### config.mk
export PLATFORM = sky130hd
export DESIGN_NAME = tcc_top
export DESIGN_NICKNAME = d
export VERILOG_FILES = /design/src/tcc_pkg.sv /design/src/tcc_conv_if.sv /design/src/tcc_conv_engine.sv /design/src/tcc_interval_timer.sv /design/src/tcc_top.sv
export SDC_FILE = /design/constraint.sdc
export NUM_CORES = 1
export LEC_CHECK = 0
export BUFFER_PORTS_ARGS = -buffer_cell sky130_fd_sc_hd__buf_4
export CAP_MARGIN = 10
export CORE_ASPECT_RATIO = 1.75
export CORE_UTILIZATION = 35
export DETAILED_ROUTE_END_ITERATION = 7
export SETUP_SLACK_MARGIN = 0.5
export SKIP_CTS_REPAIR_TIMING = 1
export SLEW_MARGIN = 10
export SYNTH_ARGS = -nofsm -noshare
export SYNTH_HDL_FRONTEND = slang
export SYNTH_SLANG_ARGS = --single-unit
### constraint.sdc
create_clock -name clk -period 2.82 [get_ports clk]
set_input_delay 0.141 -clock clk [delete_from_list [all_inputs] [get_ports clk]]
set_output_delay 0.141 -clock clk [all_outputs]
set_load 0.1 [all_outputs]
### src/tcc_pkg.sv
// Purpose: Shared constants and types of the temperature conversion control block
// Assumes: 100 MHz core clock
// Notes: Register offsets, field positions, reset values and timing constants
package tcc_pkg;
  // ----------------------------------------------------------------
  // Register map
  // ----------------------------------------------------------------
  localparam logic [7:0] TCC_OFS_CTRL = 8'h2A; // measure_control
  localparam logic [7:0] TCC_OFS_RES_HI = 8'h2B; // thermal_result_high
  localparam logic [7:0] TCC_OFS_RES_LO = 8'h2C; // thermal_result_low
  localparam int TCC_BIT_GO = 0; // Measurement go bit
  localparam int TCC_BIT_AUTO = 1; // Continuous-sampling select
  localparam logic TCC_CTRL_RST = 1'b0; // Reset of both control bits
  localparam int TCC_DATA_W = 16; // Result width
  localparam logic [15:0] TCC_RESULT_RST = 16'h0000; // Result reset value
  localparam logic [7:0] TCC_RD_ZERO = 8'h00; // Answer for unowned offsets
  // ----------------------------------------------------------------
  // Sample interval timing
  // ----------------------------------------------------------------
  localparam int TCC_CODE_W = 4; // Sample interval code width
  localparam int TCC_CLK_PERIOD_NS = 10; // Core clock period
  localparam longint TCC_TICK_NS = 125_000_000; // Base period 0.125 s
  localparam int TCC_TICK_CYCLES = int'(TCC_TICK_NS / TCC_CLK_PERIOD_NS);
  localparam int TCC_TICKS_W = 10; // Width of base-period count
  localparam logic [9:0] TCC_TICKS_SLOWEST = 10'h200; // Code 0: 64 s
  localparam logic [9:0] TCC_TICKS_FASTEST = 10'h001; // Codes 9 and up
  localparam logic [3:0] TCC_CODE_FASTEST = 4'h9; // First fastest code
  // ----------------------------------------------------------------
  // Control states
  // ----------------------------------------------------------------
  typedef enum logic [2:0] {
    TCC_ST_IDLE = 3'b000, // Nothing running
    TCC_ST_SINGLE = 3'b001, // Single-shot conversion
    TCC_ST_AUTO_RUN = 3'b010, // Periodic conversion running
    TCC_ST_AUTO_WAIT = 3'b011, // Waiting for next period
    TCC_ST_EXT_RUN = 3'b100 // Pin-triggered conversion
  } tcc_state_t;
endpackage : tcc_pkg

### src/tcc_conv_if.sv
// Purpose: Carrier between the control logic and the conversion engine
// Assumes: Single clock domain
// Notes: start and abort are one-cycle pulses, done is a one-cycle pulse
interface tcc_conv_if;
  logic start; // Begin one conversion
  logic abort; // Drop the running conversion
  logic busy; // Engine converting
  logic done; // Conversion finished, data valid
  logic [15:0] data; // Converted sample
  modport ctrl (output start, output abort, input busy, input done, input data);
  modport engine (input start, input abort, output busy, output done, output data);
endinterface : tcc_conv_if

### src/tcc_conv_engine.sv
// Purpose: Drives the analog front end through one conversion at a time
// Assumes: Front end is on the same clock and answers with a done pulse
// Notes: An abort in the cycle of fe_done discards that sample
module tcc_conv_engine (
  input wire logic clk,
  input wire logic rst_n,
  tcc_conv_if.engine cv,
  output logic fe_start,
  output logic fe_abort,
  input wire logic fe_done,
  input wire logic [15:0] fe_data
);
  import tcc_pkg::*;

  logic busy_ff, nxt_busy; // Conversion outstanding
  logic done_ff, nxt_done; // Sample handed up
  logic [15:0] data_ff, nxt_data; // Captured sample
  logic start_ff, nxt_start; // Start pulse to front end
  logic abort_ff, nxt_abort; // Abort pulse to front end

  // Next values of the engine
  always_comb begin
    nxt_start = cv.start;
    nxt_abort = cv.abort && (busy_ff || cv.start);
    nxt_done = busy_ff && fe_done && !cv.abort;
    nxt_data = nxt_done ? fe_data : data_ff;
    if (cv.abort) begin
      nxt_busy = 1'b0; // Abort wins
    end else if (cv.start) begin
      nxt_busy = 1'b1;
    end else if (fe_done) begin
      nxt_busy = 1'b0;
    end else begin
      nxt_busy = busy_ff;
    end
  end

  // Engine registers
  always_ff @(posedge clk or negedge rst_n) begin
    if (!rst_n) begin
      busy_ff <= 1'b0;
      done_ff <= 1'b0;
      data_ff <= TCC_RESULT_RST;
      start_ff <= 1'b0;
      abort_ff <= 1'b0;
    end else begin
      busy_ff <= nxt_busy;
      done_ff <= nxt_done;
      data_ff <= nxt_data;
      start_ff <= nxt_start;
      abort_ff <= nxt_abort;
    end
  end

  assign cv.busy = busy_ff;
  assign cv.done = done_ff;
  assign cv.data = data_ff;
  assign fe_start = start_ff;
  assign fe_abort = abort_ff;
endmodule : tcc_conv_engine

### src/tcc_interval_timer.sv
// Purpose: Measures the sample period of continuous sampling
// Assumes: load is a pulse at the start of each periodic conversion
// Notes: expired stays high until the next load
module tcc_interval_timer #(
  parameter int TICK_CYCLES = tcc_pkg::TCC_TICK_CYCLES
) (
  input wire logic clk,
  input wire logic rst_n,
  input wire logic load,
  input wire logic [3:0] code,
  output logic expired
);
  import tcc_pkg::*;
  localparam int PRE_W = $clog2(TICK_CYCLES + 1);
  localparam logic [PRE_W-1:0] PRE_LAST = PRE_W'(TICK_CYCLES - 1);

  logic [PRE_W-1:0] pre_ff, nxt_pre; // Cycles within one base period
  logic [TCC_TICKS_W-1:0] ticks_ff, nxt_ticks; // Base periods left
  logic run_ff, nxt_run; // Timer running
  logic exp_ff, nxt_exp; // Period elapsed

  // Next values of the timer
  always_comb begin
    nxt_pre = pre_ff;
    nxt_ticks = ticks_ff;
    nxt_run = run_ff;
    nxt_exp = exp_ff;
    if (load) begin
      nxt_pre = '0;
      nxt_run = 1'b1;
      nxt_exp = 1'b0;
      // Each code step halves the period, fastest from code 9 up
      nxt_ticks = (code >= TCC_CODE_FASTEST) ? TCC_TICKS_FASTEST : (TCC_TICKS_SLOWEST >> code);
    end else if (run_ff) begin
      if (pre_ff == PRE_LAST) begin
        nxt_pre = '0;
        nxt_ticks = ticks_ff - TCC_TICKS_FASTEST;
        if (ticks_ff == TCC_TICKS_FASTEST) begin
          nxt_run = 1'b0;
          nxt_exp = 1'b1;
        end
      end else begin
        nxt_pre = pre_ff + PRE_W'(1);
      end
    end
  end

  // Timer registers
  always_ff @(posedge clk or negedge rst_n) begin
    if (!rst_n) begin
      pre_ff <= '0;
      ticks_ff <= '0;
      run_ff <= 1'b0;
      exp_ff <= 1'b0;
    end else begin
      pre_ff <= nxt_pre;
      ticks_ff <= nxt_ticks;
      run_ff <= nxt_run;
      exp_ff <= nxt_exp;
    end
  end

  // Flag the last cycle of the period too, so the next start lands exactly one period on
  assign expired = exp_ff || (run_ff && (pre_ff == PRE_LAST) && (ticks_ff == TCC_TICKS_FASTEST));
endmodule : tcc_interval_timer

### src/tcc_top.sv
// Purpose: Control and result registers of the temperature measurement engine
// Assumes: Serial target delivers decoded byte accesses on the register port
// Notes: One clock, no bus beyond the serial target's register port
module tcc_top #(
  parameter int TICK_CYCLES = tcc_pkg::TCC_TICK_CYCLES
) (
  input wire logic clk,
  input wire logic rst_n,
  input wire logic [7:0] reg_addr,
  input wire logic reg_wr,
  input wire logic [7:0] reg_wdata,
  input wire logic reg_rd,
  input wire logic burst_end,
  output logic [7:0] reg_rdata,
  input wire logic external_trigger_pin,
  input wire logic external_trigger_select,
  input wire logic [tcc_pkg::TCC_CODE_W-1:0] sample_interval_code,
  output logic fe_start,
  output logic fe_abort,
  input wire logic fe_done,
  input wire logic [tcc_pkg::TCC_DATA_W-1:0] fe_data,
  output logic fifo_wr,
  output logic [tcc_pkg::TCC_DATA_W-1:0] fifo_wdata
);
  import tcc_pkg::*;

  // ----------------------------------------------------------------
  // Declarations
  // ----------------------------------------------------------------
  tcc_conv_if cv (); // Carrier to the conversion engine
  tcc_state_t state_ff, nxt_state; // Control state
  logic go_ff, nxt_go; // Measurement go bit
  logic auto_ff, nxt_auto; // Continuous-sampling select
  logic sync1_ff, sync2_ff, prev_ff; // Trigger pin synchroniser
  logic trig_edge; // Rising edge of the trigger pin
  logic ctrl_wr; // Write to measure_control
  logic w_go, w_auto; // Written control bits
  logic tmr_load, tmr_exp; // Interval timer handshake
  logic conv_start, conv_abort; // Requests to the engine
  logic [15:0] result_ff, nxt_result; // Latest visible sample
  logic [15:0] pend_ff, nxt_pend; // Sample held back by a burst
  logic pend_v_ff, nxt_pend_v; // Held sample waiting
  logic lock_ff, nxt_lock; // High-byte burst in progress
  logic eff_lock; // Lock still standing this cycle
  logic fifo_wr_ff, nxt_fifo_wr; // FIFO write strobe
  logic [15:0] fifo_d_ff, nxt_fifo_d; // FIFO write data
  logic [7:0] rdata_ff, nxt_rdata; // Read answer

  assign ctrl_wr = reg_wr && (reg_addr == TCC_OFS_CTRL);
  assign w_go = reg_wdata[TCC_BIT_GO];
  assign w_auto = reg_wdata[TCC_BIT_AUTO];

  // ----------------------------------------------------------------
  // Trigger pin synchroniser
  // ----------------------------------------------------------------
  // Two stages before any logic, third stage for the edge
  always_ff @(posedge clk or negedge rst_n) begin
    if (!rst_n) begin
      sync1_ff <= 1'b0;
      sync2_ff <= 1'b0;
      prev_ff <= 1'b0;
    end else begin
      sync1_ff <= external_trigger_pin;
      sync2_ff <= sync1_ff;
      prev_ff <= sync2_ff;
    end
  end
  assign trig_edge = sync2_ff && !prev_ff;

  // ----------------------------------------------------------------
  // Conversion control
  // ----------------------------------------------------------------
  // Next state, control bits and engine requests
  always_comb begin
    nxt_state = state_ff;
    nxt_go = go_ff;
    nxt_auto = auto_ff;
    conv_start = 1'b0;
    conv_abort = 1'b0;
    tmr_load = 1'b0;
    if (ctrl_wr) begin
      nxt_auto = w_auto; // Stored even while the pin triggers
    end
    case (state_ff)
      TCC_ST_IDLE: begin
        if (external_trigger_select) begin
          if (trig_edge) begin
            conv_start = 1'b1;
            nxt_state = TCC_ST_EXT_RUN;
          end
        end else if (ctrl_wr && w_go) begin
          conv_start = 1'b1;
          nxt_go = 1'b1;
          if (w_auto) begin
            tmr_load = 1'b1;
            nxt_state = TCC_ST_AUTO_RUN;
          end else begin
            nxt_state = TCC_ST_SINGLE;
          end
        end
      end
      TCC_ST_SINGLE, TCC_ST_AUTO_RUN: begin
        if (ctrl_wr && !w_go) begin
          conv_abort = 1'b1;
          nxt_go = 1'b0;
          nxt_state = TCC_ST_IDLE;
        end else if (cv.done) begin
          if (state_ff == TCC_ST_SINGLE) begin
            nxt_go = 1'b0;
            nxt_state = TCC_ST_IDLE;
          end else begin
            nxt_state = TCC_ST_AUTO_WAIT;
          end
        end
        // A write of 1 while converting leaves go and the state unchanged
      end
      TCC_ST_AUTO_WAIT: begin
        if ((ctrl_wr && !w_go) || external_trigger_select) begin
          nxt_go = 1'b0;
          nxt_state = TCC_ST_IDLE;
        end else if (tmr_exp) begin
          conv_start = 1'b1;
          tmr_load = 1'b1;
          nxt_state = TCC_ST_AUTO_RUN;
        end
      end
      TCC_ST_EXT_RUN: begin
        if (cv.done) begin
          nxt_state = TCC_ST_IDLE;
        end
      end
      default: begin
        nxt_go = 1'b0;
        nxt_state = TCC_ST_IDLE;
      end
    endcase
  end

  // Control registers
  always_ff @(posedge clk or negedge rst_n) begin
    if (!rst_n) begin
      state_ff <= TCC_ST_IDLE;
      go_ff <= TCC_CTRL_RST;
      auto_ff <= TCC_CTRL_RST;
    end else begin
      state_ff <= nxt_state;
      go_ff <= nxt_go;
      auto_ff <= nxt_auto;
    end
  end

  assign cv.start = conv_start;
  assign cv.abort = conv_abort;

  // ----------------------------------------------------------------
  // Submodules
  // ----------------------------------------------------------------
  // Front-end sequencing
  tcc_conv_engine u_engine (
    .clk(clk),
    .rst_n(rst_n),
    .cv(cv.engine),
    .fe_start(fe_start),
    .fe_abort(fe_abort),
    .fe_done(fe_done),
    .fe_data(fe_data)
  );

  // Sample period timer
  tcc_interval_timer #(
    .TICK_CYCLES(TICK_CYCLES)
  ) u_timer (
    .clk(clk),
    .rst_n(rst_n),
    .load(tmr_load),
    .code(sample_interval_code),
    .expired(tmr_exp)
  );

  // ----------------------------------------------------------------
  // Result registers
  // ----------------------------------------------------------------
  assign eff_lock = lock_ff && !burst_end;

  // Result, deferral and FIFO strobe
  always_comb begin
    nxt_result = result_ff;
    nxt_pend = pend_ff;
    nxt_pend_v = pend_v_ff;
    nxt_fifo_wr = cv.done;
    nxt_fifo_d = cv.done ? cv.data : fifo_d_ff;
    // A high-byte read sets the lock until the burst ends
    nxt_lock = eff_lock || (reg_rd && (reg_addr == TCC_OFS_RES_HI));
    if (cv.done && !eff_lock) begin
      nxt_result = cv.data;
      nxt_pend_v = 1'b0;
    end else if (cv.done) begin
      nxt_pend = cv.data;
      nxt_pend_v = 1'b1;
    end else if (!eff_lock && pend_v_ff) begin
      nxt_result = pend_ff;
      nxt_pend_v = 1'b0;
    end
  end

  // Result storage
  always_ff @(posedge clk or negedge rst_n) begin
    if (!rst_n) begin
      result_ff <= TCC_RESULT_RST;
      pend_ff <= TCC_RESULT_RST;
      pend_v_ff <= 1'b0;
      lock_ff <= 1'b0;
      fifo_wr_ff <= 1'b0;
      fifo_d_ff <= TCC_RESULT_RST;
    end else begin
      result_ff <= nxt_result;
      pend_ff <= nxt_pend;
      pend_v_ff <= nxt_pend_v;
      lock_ff <= nxt_lock;
      fifo_wr_ff <= nxt_fifo_wr;
      fifo_d_ff <= nxt_fifo_d;
    end
  end

  // ----------------------------------------------------------------
  // Read answer
  // ----------------------------------------------------------------
  // Registered read data, zero for offsets this block does not own
  always_comb begin
    nxt_rdata = rdata_ff;
    if (reg_rd) begin
      case (reg_addr)
        TCC_OFS_CTRL: begin
          nxt_rdata = TCC_RD_ZERO;
          nxt_rdata[TCC_BIT_GO] = go_ff;
          nxt_rdata[TCC_BIT_AUTO] = auto_ff;
        end
        TCC_OFS_RES_HI: nxt_rdata = result_ff[15:8];
        TCC_OFS_RES_LO: nxt_rdata = result_ff[7:0];
        default: nxt_rdata = TCC_RD_ZERO;
      endcase
    end
  end

  // Read data register
  always_ff @(posedge clk or negedge rst_n) begin
    if (!rst_n) begin
      rdata_ff <= TCC_RD_ZERO;
    end else begin
      rdata_ff <= nxt_rdata;
    end
  end

  assign reg_rdata = rdata_ff;
  assign fifo_wr = fifo_wr_ff;
  assign fifo_wdata = fifo_d_ff;

  // ----------------------------------------------------------------
  // Assertions
  // ----------------------------------------------------------------
  AST_AUTO_START: assert property (@(posedge clk) disable iff (!rst_n)
    (state_ff == TCC_ST_IDLE && !external_trigger_select && ctrl_wr && w_go && w_auto)
    |=> (state_ff == TCC_ST_AUTO_RUN) ##1 cv.busy)
    else $error("continuous start did not begin a conversion");
  AST_SINGLE_START: assert property (@(posedge clk) disable iff (!rst_n)
    (state_ff == TCC_ST_IDLE && !external_trigger_select && ctrl_wr && w_go && !w_auto)
    |=> state_ff == TCC_ST_SINGLE && go_ff && fe_start)
    else $error("single start did not begin one conversion");
  AST_EXT_IGNORES_GO: assert property (@(posedge clk) disable iff (!rst_n)
    (state_ff == TCC_ST_IDLE && external_trigger_select && ctrl_wr) |=> !go_ff)
    else $error("go bit acted while trigger pin selected");
  AST_SINGLE_DONE: assert property (@(posedge clk) disable iff (!rst_n)
    (state_ff == TCC_ST_SINGLE && cv.done && !ctrl_wr) |=> !go_ff && state_ff == TCC_ST_IDLE)
    else $error("go bit not cleared after single conversion");
  AST_ABORT: assert property (@(posedge clk) disable iff (!rst_n)
    ((state_ff == TCC_ST_SINGLE || state_ff == TCC_ST_AUTO_RUN) && ctrl_wr && !w_go)
    |=> fe_abort && !go_ff ##1 !cv.busy)
    else $error("abort did not reach the front end");
  AST_STOPPED: assert property (@(posedge clk) disable iff (!rst_n)
    (!go_ff && state_ff != TCC_ST_EXT_RUN) |-> state_ff == TCC_ST_IDLE)
    else $error("conversion running with go bit clear");
  AST_BUSY_IGNORE: assert property (@(posedge clk) disable iff (!rst_n)
    (go_ff && ctrl_wr && w_go && !cv.done && state_ff != TCC_ST_AUTO_WAIT)
    |=> go_ff && state_ff == $past(state_ff) && !fe_start)
    else $error("go write of 1 acted while busy");
  AST_READ_HI: assert property (@(posedge clk) disable iff (!rst_n)
    (reg_rd && reg_addr == TCC_OFS_RES_HI) |=> reg_rdata == 8'($past(result_ff) >> 8))
    else $error("high result byte read wrong");
  AST_FIFO: assert property (@(posedge clk) disable iff (!rst_n)
    cv.done |=> fifo_wr && fifo_wdata == $past(cv.data))
    else $error("result not written to FIFO");
  AST_LOCK_HOLD: assert property (@(posedge clk) disable iff (!rst_n)
    (lock_ff && !burst_end) |=> $stable(result_ff))
    else $error("result changed during high-byte burst");
endmodule : tcc_top

## After elaboration in Yosys (flattened, before gate mapping)

Cells that the tools add are included.

| operators by class | value |
|---|---|
| equal/unequal tests | 19 |
| $lt $le $gt $ge | 1 |
| add/sub/neg operators | 2 |
| mux-type cells | 55 |
| shift-type cells | 1 |
| reductions and logical operators | 36 |
| bitwise gates (word level) | 2 |

Operator list:

| operator | number |
|---|---|
| 24-bit two-way mux | 3 |
| 16-bit two-way mux | 3 |
| 10-bit two-way mux | 4 |
| 1-bit two-way mux | 30 |
| 24-bit by 1-bit adder with 24-bit output (second input constant) | 1 |
| 24-bit == test (second input constant) | 1 |
| 8-bit by 6-bit == test with 1-bit output (second input constant) | 3 |
| 3-bit two-way mux | 8 |
| 8-bit one-hot mux with 3 select lines | 1 |
| 1-bit logical AND | 13 |
| 3-bit != test (second input constant) | 4 |
| 3-bit one-hot mux with 4 select lines | 1 |
| 10-bit by 1-bit == test with 1-bit output (second input constant) | 1 |
| 10-bit by 4-bit >> shifter with 10-bit output (first input constant) | 1 |
| 10-bit by 1-bit subtractor with 10-bit output (second input constant) | 1 |
| 2-bit != test (second input constant) | 4 |
| 2-bit nonzero test | 4 |
| 3-bit by 2-bit == test with 1-bit output (second input constant) | 2 |
| 2-bit AND reduction | 3 |
| 6-bit AND reduction | 1 |
| 3-bit nonzero test | 2 |
| 1-bit logical NOT | 5 |
| 5-bit AND reduction | 1 |
| 4-bit greater-or-equal comparator (second input constant) | 1 |
| 12 further kinds | 18 |

| storage, ports and cells | value |
|---|---|
| bits in registers | 123 |
| bits of input ports | 44 |

## Longest topological paths before layout

| depth | value |
|---|---|
| depth in word-level cells | 9 |
| depth in mapped cells | 9 |
| gate-level depth less buffers | 8 |

## By module

From an unflattened synthesis, not the netlist that was laid out.

| unflattened totals | value |
|---|---|
| cell total of the unflattened synthesis | 552 |
| area total of the unflattened synthesis | 6105.9 um^2 |

Modules (own cells, without submodules):

| module | cells each | times used | area an instance (um^2) | sequential area each (um^2) |
|---|---|---|---|---|
| tcc_top | 257 | 1 | 2995.4 | 1676.6 |
| tcc_interval_timer | 252 | 1 | 2337.2 | 900.9 |
| tcc_conv_engine | 43 | 1 | 773.2 | 500.5 |

## Least setup slack after synthesis

Ideal clock, no wire load.

| timing | value |
|---|---|
| kind | flip-flop to flip-flop |
| start point | register u_timer.pre_ff[5] |
| end point | register u_timer.ticks_ff[5] |
| setup slack | 0.532 ns |
| arrival | 2.162 ns |
| data required time | 2.694 ns |
| clock period less this slack | 2.288 ns |
| cell stages (with the launch flop) | 7 |
| buffers on the path | 0 |
| cells stage by stage | dfrtp_1 > or4b_4 > nor4_4 > nand4_4 > or3_4 > o22a_1 > o311a_1 |

| on the way | value |
|---|---|
| cells in the longest elaborated chain, start to end | 9 |
| elaborated cells between the ends (all ways) | 11 |

Ends and longest elaborated chain:

| item | line | text |
|---|---|---|
| start: declaration | tcc_interval_timer.sv:17 | `logic [PRE_W-1:0] pre_ff, nxt_pre;` |
| start signal: assignment | tcc_interval_timer.sv:56 | `pre_ff <= nxt_pre;` |
| 24-bit == test (*) | tcc_interval_timer.sv:35, tcc_interval_timer.sv:64 |  |
| 1-bit logical AND (2 in a row) | tcc_interval_timer.sv:64 | `assign expired = exp_ff \|\| (run_ff && (pre_ff == PRE_LAST) && (ticks_ff == TCC_TICKS_FASTEST));` |
| 1-bit logical OR | tcc_interval_timer.sv:64 |  |
| 1-bit two-way mux | tcc_top.sv:121 | `end else if (tmr_exp) begin` |
| 1-bit two-way mux | tcc_top.sv:118 | `if ((ctrl_wr && !w_go) \|\| external_trigger_select) begin` |
| 1-bit one-hot mux with 2 select lines | tcc_top.sv:84 | `case (state_ff)` |
| 2-bit nonzero test (no source line) | -- |  |
| 2-bit AND reduction (no source line) | -- |  |
| end signal: assignment | tcc_interval_timer.sv:57 | `ticks_ff <= nxt_ticks;` |
| end: declaration | tcc_interval_timer.sv:18 | `logic [TCC_TICKS_W-1:0] ticks_ff, nxt_ticks;` |

Every way passes the cells marked *; elsewhere a longest branch is shown, timed or not.
A chain may end at the register's enable or synchronous reset.

## Worst setup path in the final report

| timing | value |
|---|---|
| start point | register u_timer.ticks_ff[1] |
| end point | register state_ff[0] |

| on the way | value |
|---|---|
| cells in the longest elaborated chain, start to end | 5 |

Ends and longest elaborated chain:

| item | line | text |
|---|---|---|
| 10-bit by 1-bit == test with 1-bit output | tcc_interval_timer.sv:64 |  |
| 1-bit logical AND | tcc_interval_timer.sv:64 |  |
| 1-bit logical OR | tcc_interval_timer.sv:64 |  |
| 3-bit != test (no source line) | -- |  |
| 5-bit AND reduction (no source line) | -- |  |
| end signal: assignment | tcc_top.sv:146 | `state_ff <= nxt_state;` |
| end: declaration | tcc_top.sv:31 | `tcc_state_t state_ff, nxt_state;` |

Every way passes these cells.

==> flow_metrics.tcl <==
set metrics [dict create \
    outcome "finished, final reports clean" \
    overflow 0 \
    numPortBuffers 64 \
    num_antenna_cells 0 \
    synth_area_mm2 0.00584 \
    critPathArrivalTime_ns 2.58 \
    finalWirelength_um 14600 \
    drt_iter0_drc 164 \
    grt_max_degree 67 \
    vias 4722 \
    die_width_um 99.7 \
    cts.sinks 123 \
    place_hpwl_um 10200 \
    synthCells 534 \
    power_leakage_uw 0.00338 \
    clk_latency_ns 0.41 \
    max_freq_ghz 0.438 \
    total_power_uw 6790 \
    layout_min_cycle_time_ns 2.28 \
    hold_viol_final 0 \
    start_kind "flip-flop" \
    gp_congestion 0.771 \
    setup_slack_ns 0.538 \
    dieArea_mm2 0.0172 \
    drv_cap 0 \
    initial_utilization_pct 35.7 \
    synth_flop_cell "dfrtp_1" \
    core-area_mm2 0.0164 \
    grt_usage_pct 17.6 \
    async_reset_ff_share_pct 100 \
    dr_wl_met2_um 8350 \
    yosysWarnings 0 \
    drc 0 \
    fin_cells 882 \
    cts_buffers 17 \
    final_nets 693 \
    boundaryPins 71 \
    cts_tree "yes" \
    powerDensity_mw_per_mm2 884 \
    ir_drop_mv 0.780 \
    synth.distinct_cells 67 \
    std_cell_rows 62 \
    htree_num_levels 4 \
    rsz0062_at_grt "yes" \
    synth_nets 581 \
    synth_area_per_cell_um2 10.9 \
    drive_gt1_share_pct 32.8 \
    top_layer "met4" \
    yosysSeqAreaShare_pct 52.7 \
    worst_pin_slew_ns 0.869 \
    drt-vias-per-instance 5.35 \
    fill_cells 1492 \
    area_growth_pct 31.6 \
    firstDrtPassIters 4 \
    skew_ns 0.00871 \
    synth_edf_count 0 \
    cts_root_buffer "clkbuf_16" \
    die_h_um 173 \
    drv_slew 0 \
    crit_required_ns 3.11 \
    wl_met1_um 5470 \
    clockBufferDepth 2 \
    ys_ff_latch 123 \
    ant_nets 0 \
    setup_viol 0 \
    totalNegativeSetupSlack_ns 0 \
    setup.worst_path.class "flip-flop to flip-flop" \
    max_slew_margin_pct 42.0 \
    wl_per_cell_um 16.5 \
    wl_met3_um 458 \
    cts.clk_slew.worst_paths_ns 0.06 \
    dp_cells 820 \
    grt_pass1_wl_um 23600 \
    pre_cts_ws_ns 0.281 \
    fin_crit_sh_pct 80.9 \
    first_global_vias 4816 \
    crit_fanout 4 \
    antenna_found_initial 0 \
    hold_class "input port to flip-flop" \
    critPathCaptureType "flip-flop" \
]
-- synthesized netlist by cell type (4+ instances only) --
| master | instances | share of area (%) |
|---|---|---|
| nand3b_1 | 6 | 0.77 |
| buf_2 | 6 | 0.51 |
| o311ai_0 | 5 | 0.75 |
| nand4_1 | 7 | 0.75 |
| nor2b_1 | 6 | 0.64 |
| dfrtp_1 | 123 | 53 |
| nor3b_1 | 4 | 0.51 |
| clkbuf_1 | 10 | 0.64 |
| nor2_1 | 28 | 1.8 |
| o22ai_1 | 23 | 2.5 |
| o21ai_0 | 26 | 2.2 |
| or3_1 | 10 | 1.1 |
| o31ai_1 | 8 | 1.0 |
| mux2_2 | 50 | 9.6 |
| a22oi_1 | 15 | 1.9 |
| nor4_1 | 5 | 0.54 |
| a21oi_1 | 27 | 2.3 |
| o21a_1 | 4 | 0.51 |
| nand2b_1 | 4 | 0.43 |
| nand2_1 | 40 | 2.6 |
| buf_1 | 4 | 0.26 |
| nand3_1 | 16 | 1.4 |
| xor2_1 | 12 | 1.8 |
| and3_1 | 4 | 0.43 |
| inv_1 | 18 | 1.2 |
| nor3_1 | 10 | 0.86 |
-- per-stage QoR --
stage / cell area [um2] / hold slack, ns / utilization, %
after floorplan: 5840 / -0.155 / -
after global placement: 6670 / 0.261 / 40.7
after detailed placement: 6670 / 0.261 / 40.7
after CTS: 7240 / -0.177 / 44.2
after global routing: 7690 / 0.0200 / 47.0
final: 7690 / 0.0243 / 47.0
-- worst max-delay path, stage by stage (launching register included) --
cell       delay, ns
dfrtp_1         0.41
inv_2           0.09
ha_4            0.11
or4b_4          0.47
nor3_4          0.26
buf_6           0.14
buf_4           0.10
a31o_2          0.16
o21a_1          0.11
o2bb2ai_1       0.06
mux2_2          0.27
-- metal layers --
layer | vias to the layer above | GRT usage, %
met5 | - | 0
met4 | 0 | 7.23
met3 | 22 | 3.64
met2 | 111 | 33.5
met1 | 2381 | 18.2
li1 | 2208 | -
-- sequential cells by signal (all words and copies together), names as in the netlist, 3 cells and up --
name,count
state_ff,3
pend_ff,16
u_timer.ticks_ff,10
u_engine.cv.data,16
u_timer.pre_ff,24
result_ff,16
fifo_wdata,16
reg_rdata,8
-- worst paths after layout --
kind / slack [ns] / end / startpoint / cells after the start
setup / recovery: 0.54 / state_ff[0] / u_timer.ticks_ff[1] / 10
hold / removal: 0.02 / u_timer.ticks_ff[1] / sample_interval_code[3] / 3
setup reg to reg: 0.54 / state_ff[0] / u_timer.ticks_ff[1] / 10
hold reg to reg: 0.36 / sync2_ff / sync1_ff / 0
max in group asynchronous: 1.55 / fifo_wr / rst_n / 3
min in group asynchronous: 0.40 / reg_rdata[3] / rst_n / 2
-- kinds of logic (layout without fill, tap and decap cells) --
kind of cell	after synthesis	in the layout	synth area share, %
buffers and inverters	40	164	2.76
adder cells (fa/ha/maj)	3	3	0.643
multiplexers	51	51	9.81
AO/OA/AOI/OAI	137	137	15.6
flip-flops	123	123	52.7
AND/OR/NAND/NOR	166	166	16.4
XOR/XNOR	14	14	2.10
-- area by class of cell --
class	count	area, um2	area share (%)
Sequential cell	123	3080	40.1
Multi-Input combinational cell	371	2740	35.6
Timing Repair Buffer	114	941	12.2
Clock buffer	18	429	5.58
Tap cell	224	280	3.65
Clock inverter	13	145	1.89
Inverter	19	71.3	0.928
-- cells in the final DEF, fill, tap and decap left out, drive strengths merged, types with 4 or more instances in the layout --
| cell | n |
|---|---|
| clkbuf | 19 |
| and3 | 4 |
| xor2 | 12 |
| o22ai | 23 |
| nand2b | 4 |
| nand3b | 6 |
| a21oi | 27 |
| a22oi | 15 |
| o21a | 4 |
| nand3 | 16 |
| or3 | 11 |
| nand4 | 8 |
| mux2 | 50 |
| inv | 21 |
| clkinv | 6 |
| nand2 | 40 |
| o21ai | 29 |
| buf | 94 |
| dfrtp | 123 |
| dlygate4sd3 | 19 |
| nor3b | 4 |
| o311ai | 6 |
| nor2b | 6 |
| o31ai | 9 |
| nor2 | 29 |
| nor4 | 6 |
| nor3 | 12 |
-- where the power goes --
part | internal [uW] | switching, uW | total (uW)
Clock | 1300 | 816 | 2120
Combinational | 690 | 1350 | 2040
Sequential | 2210 | 425 | 2640
Total | 4200 | 2590 | 6790
Power figures use the tool's default switching activity.
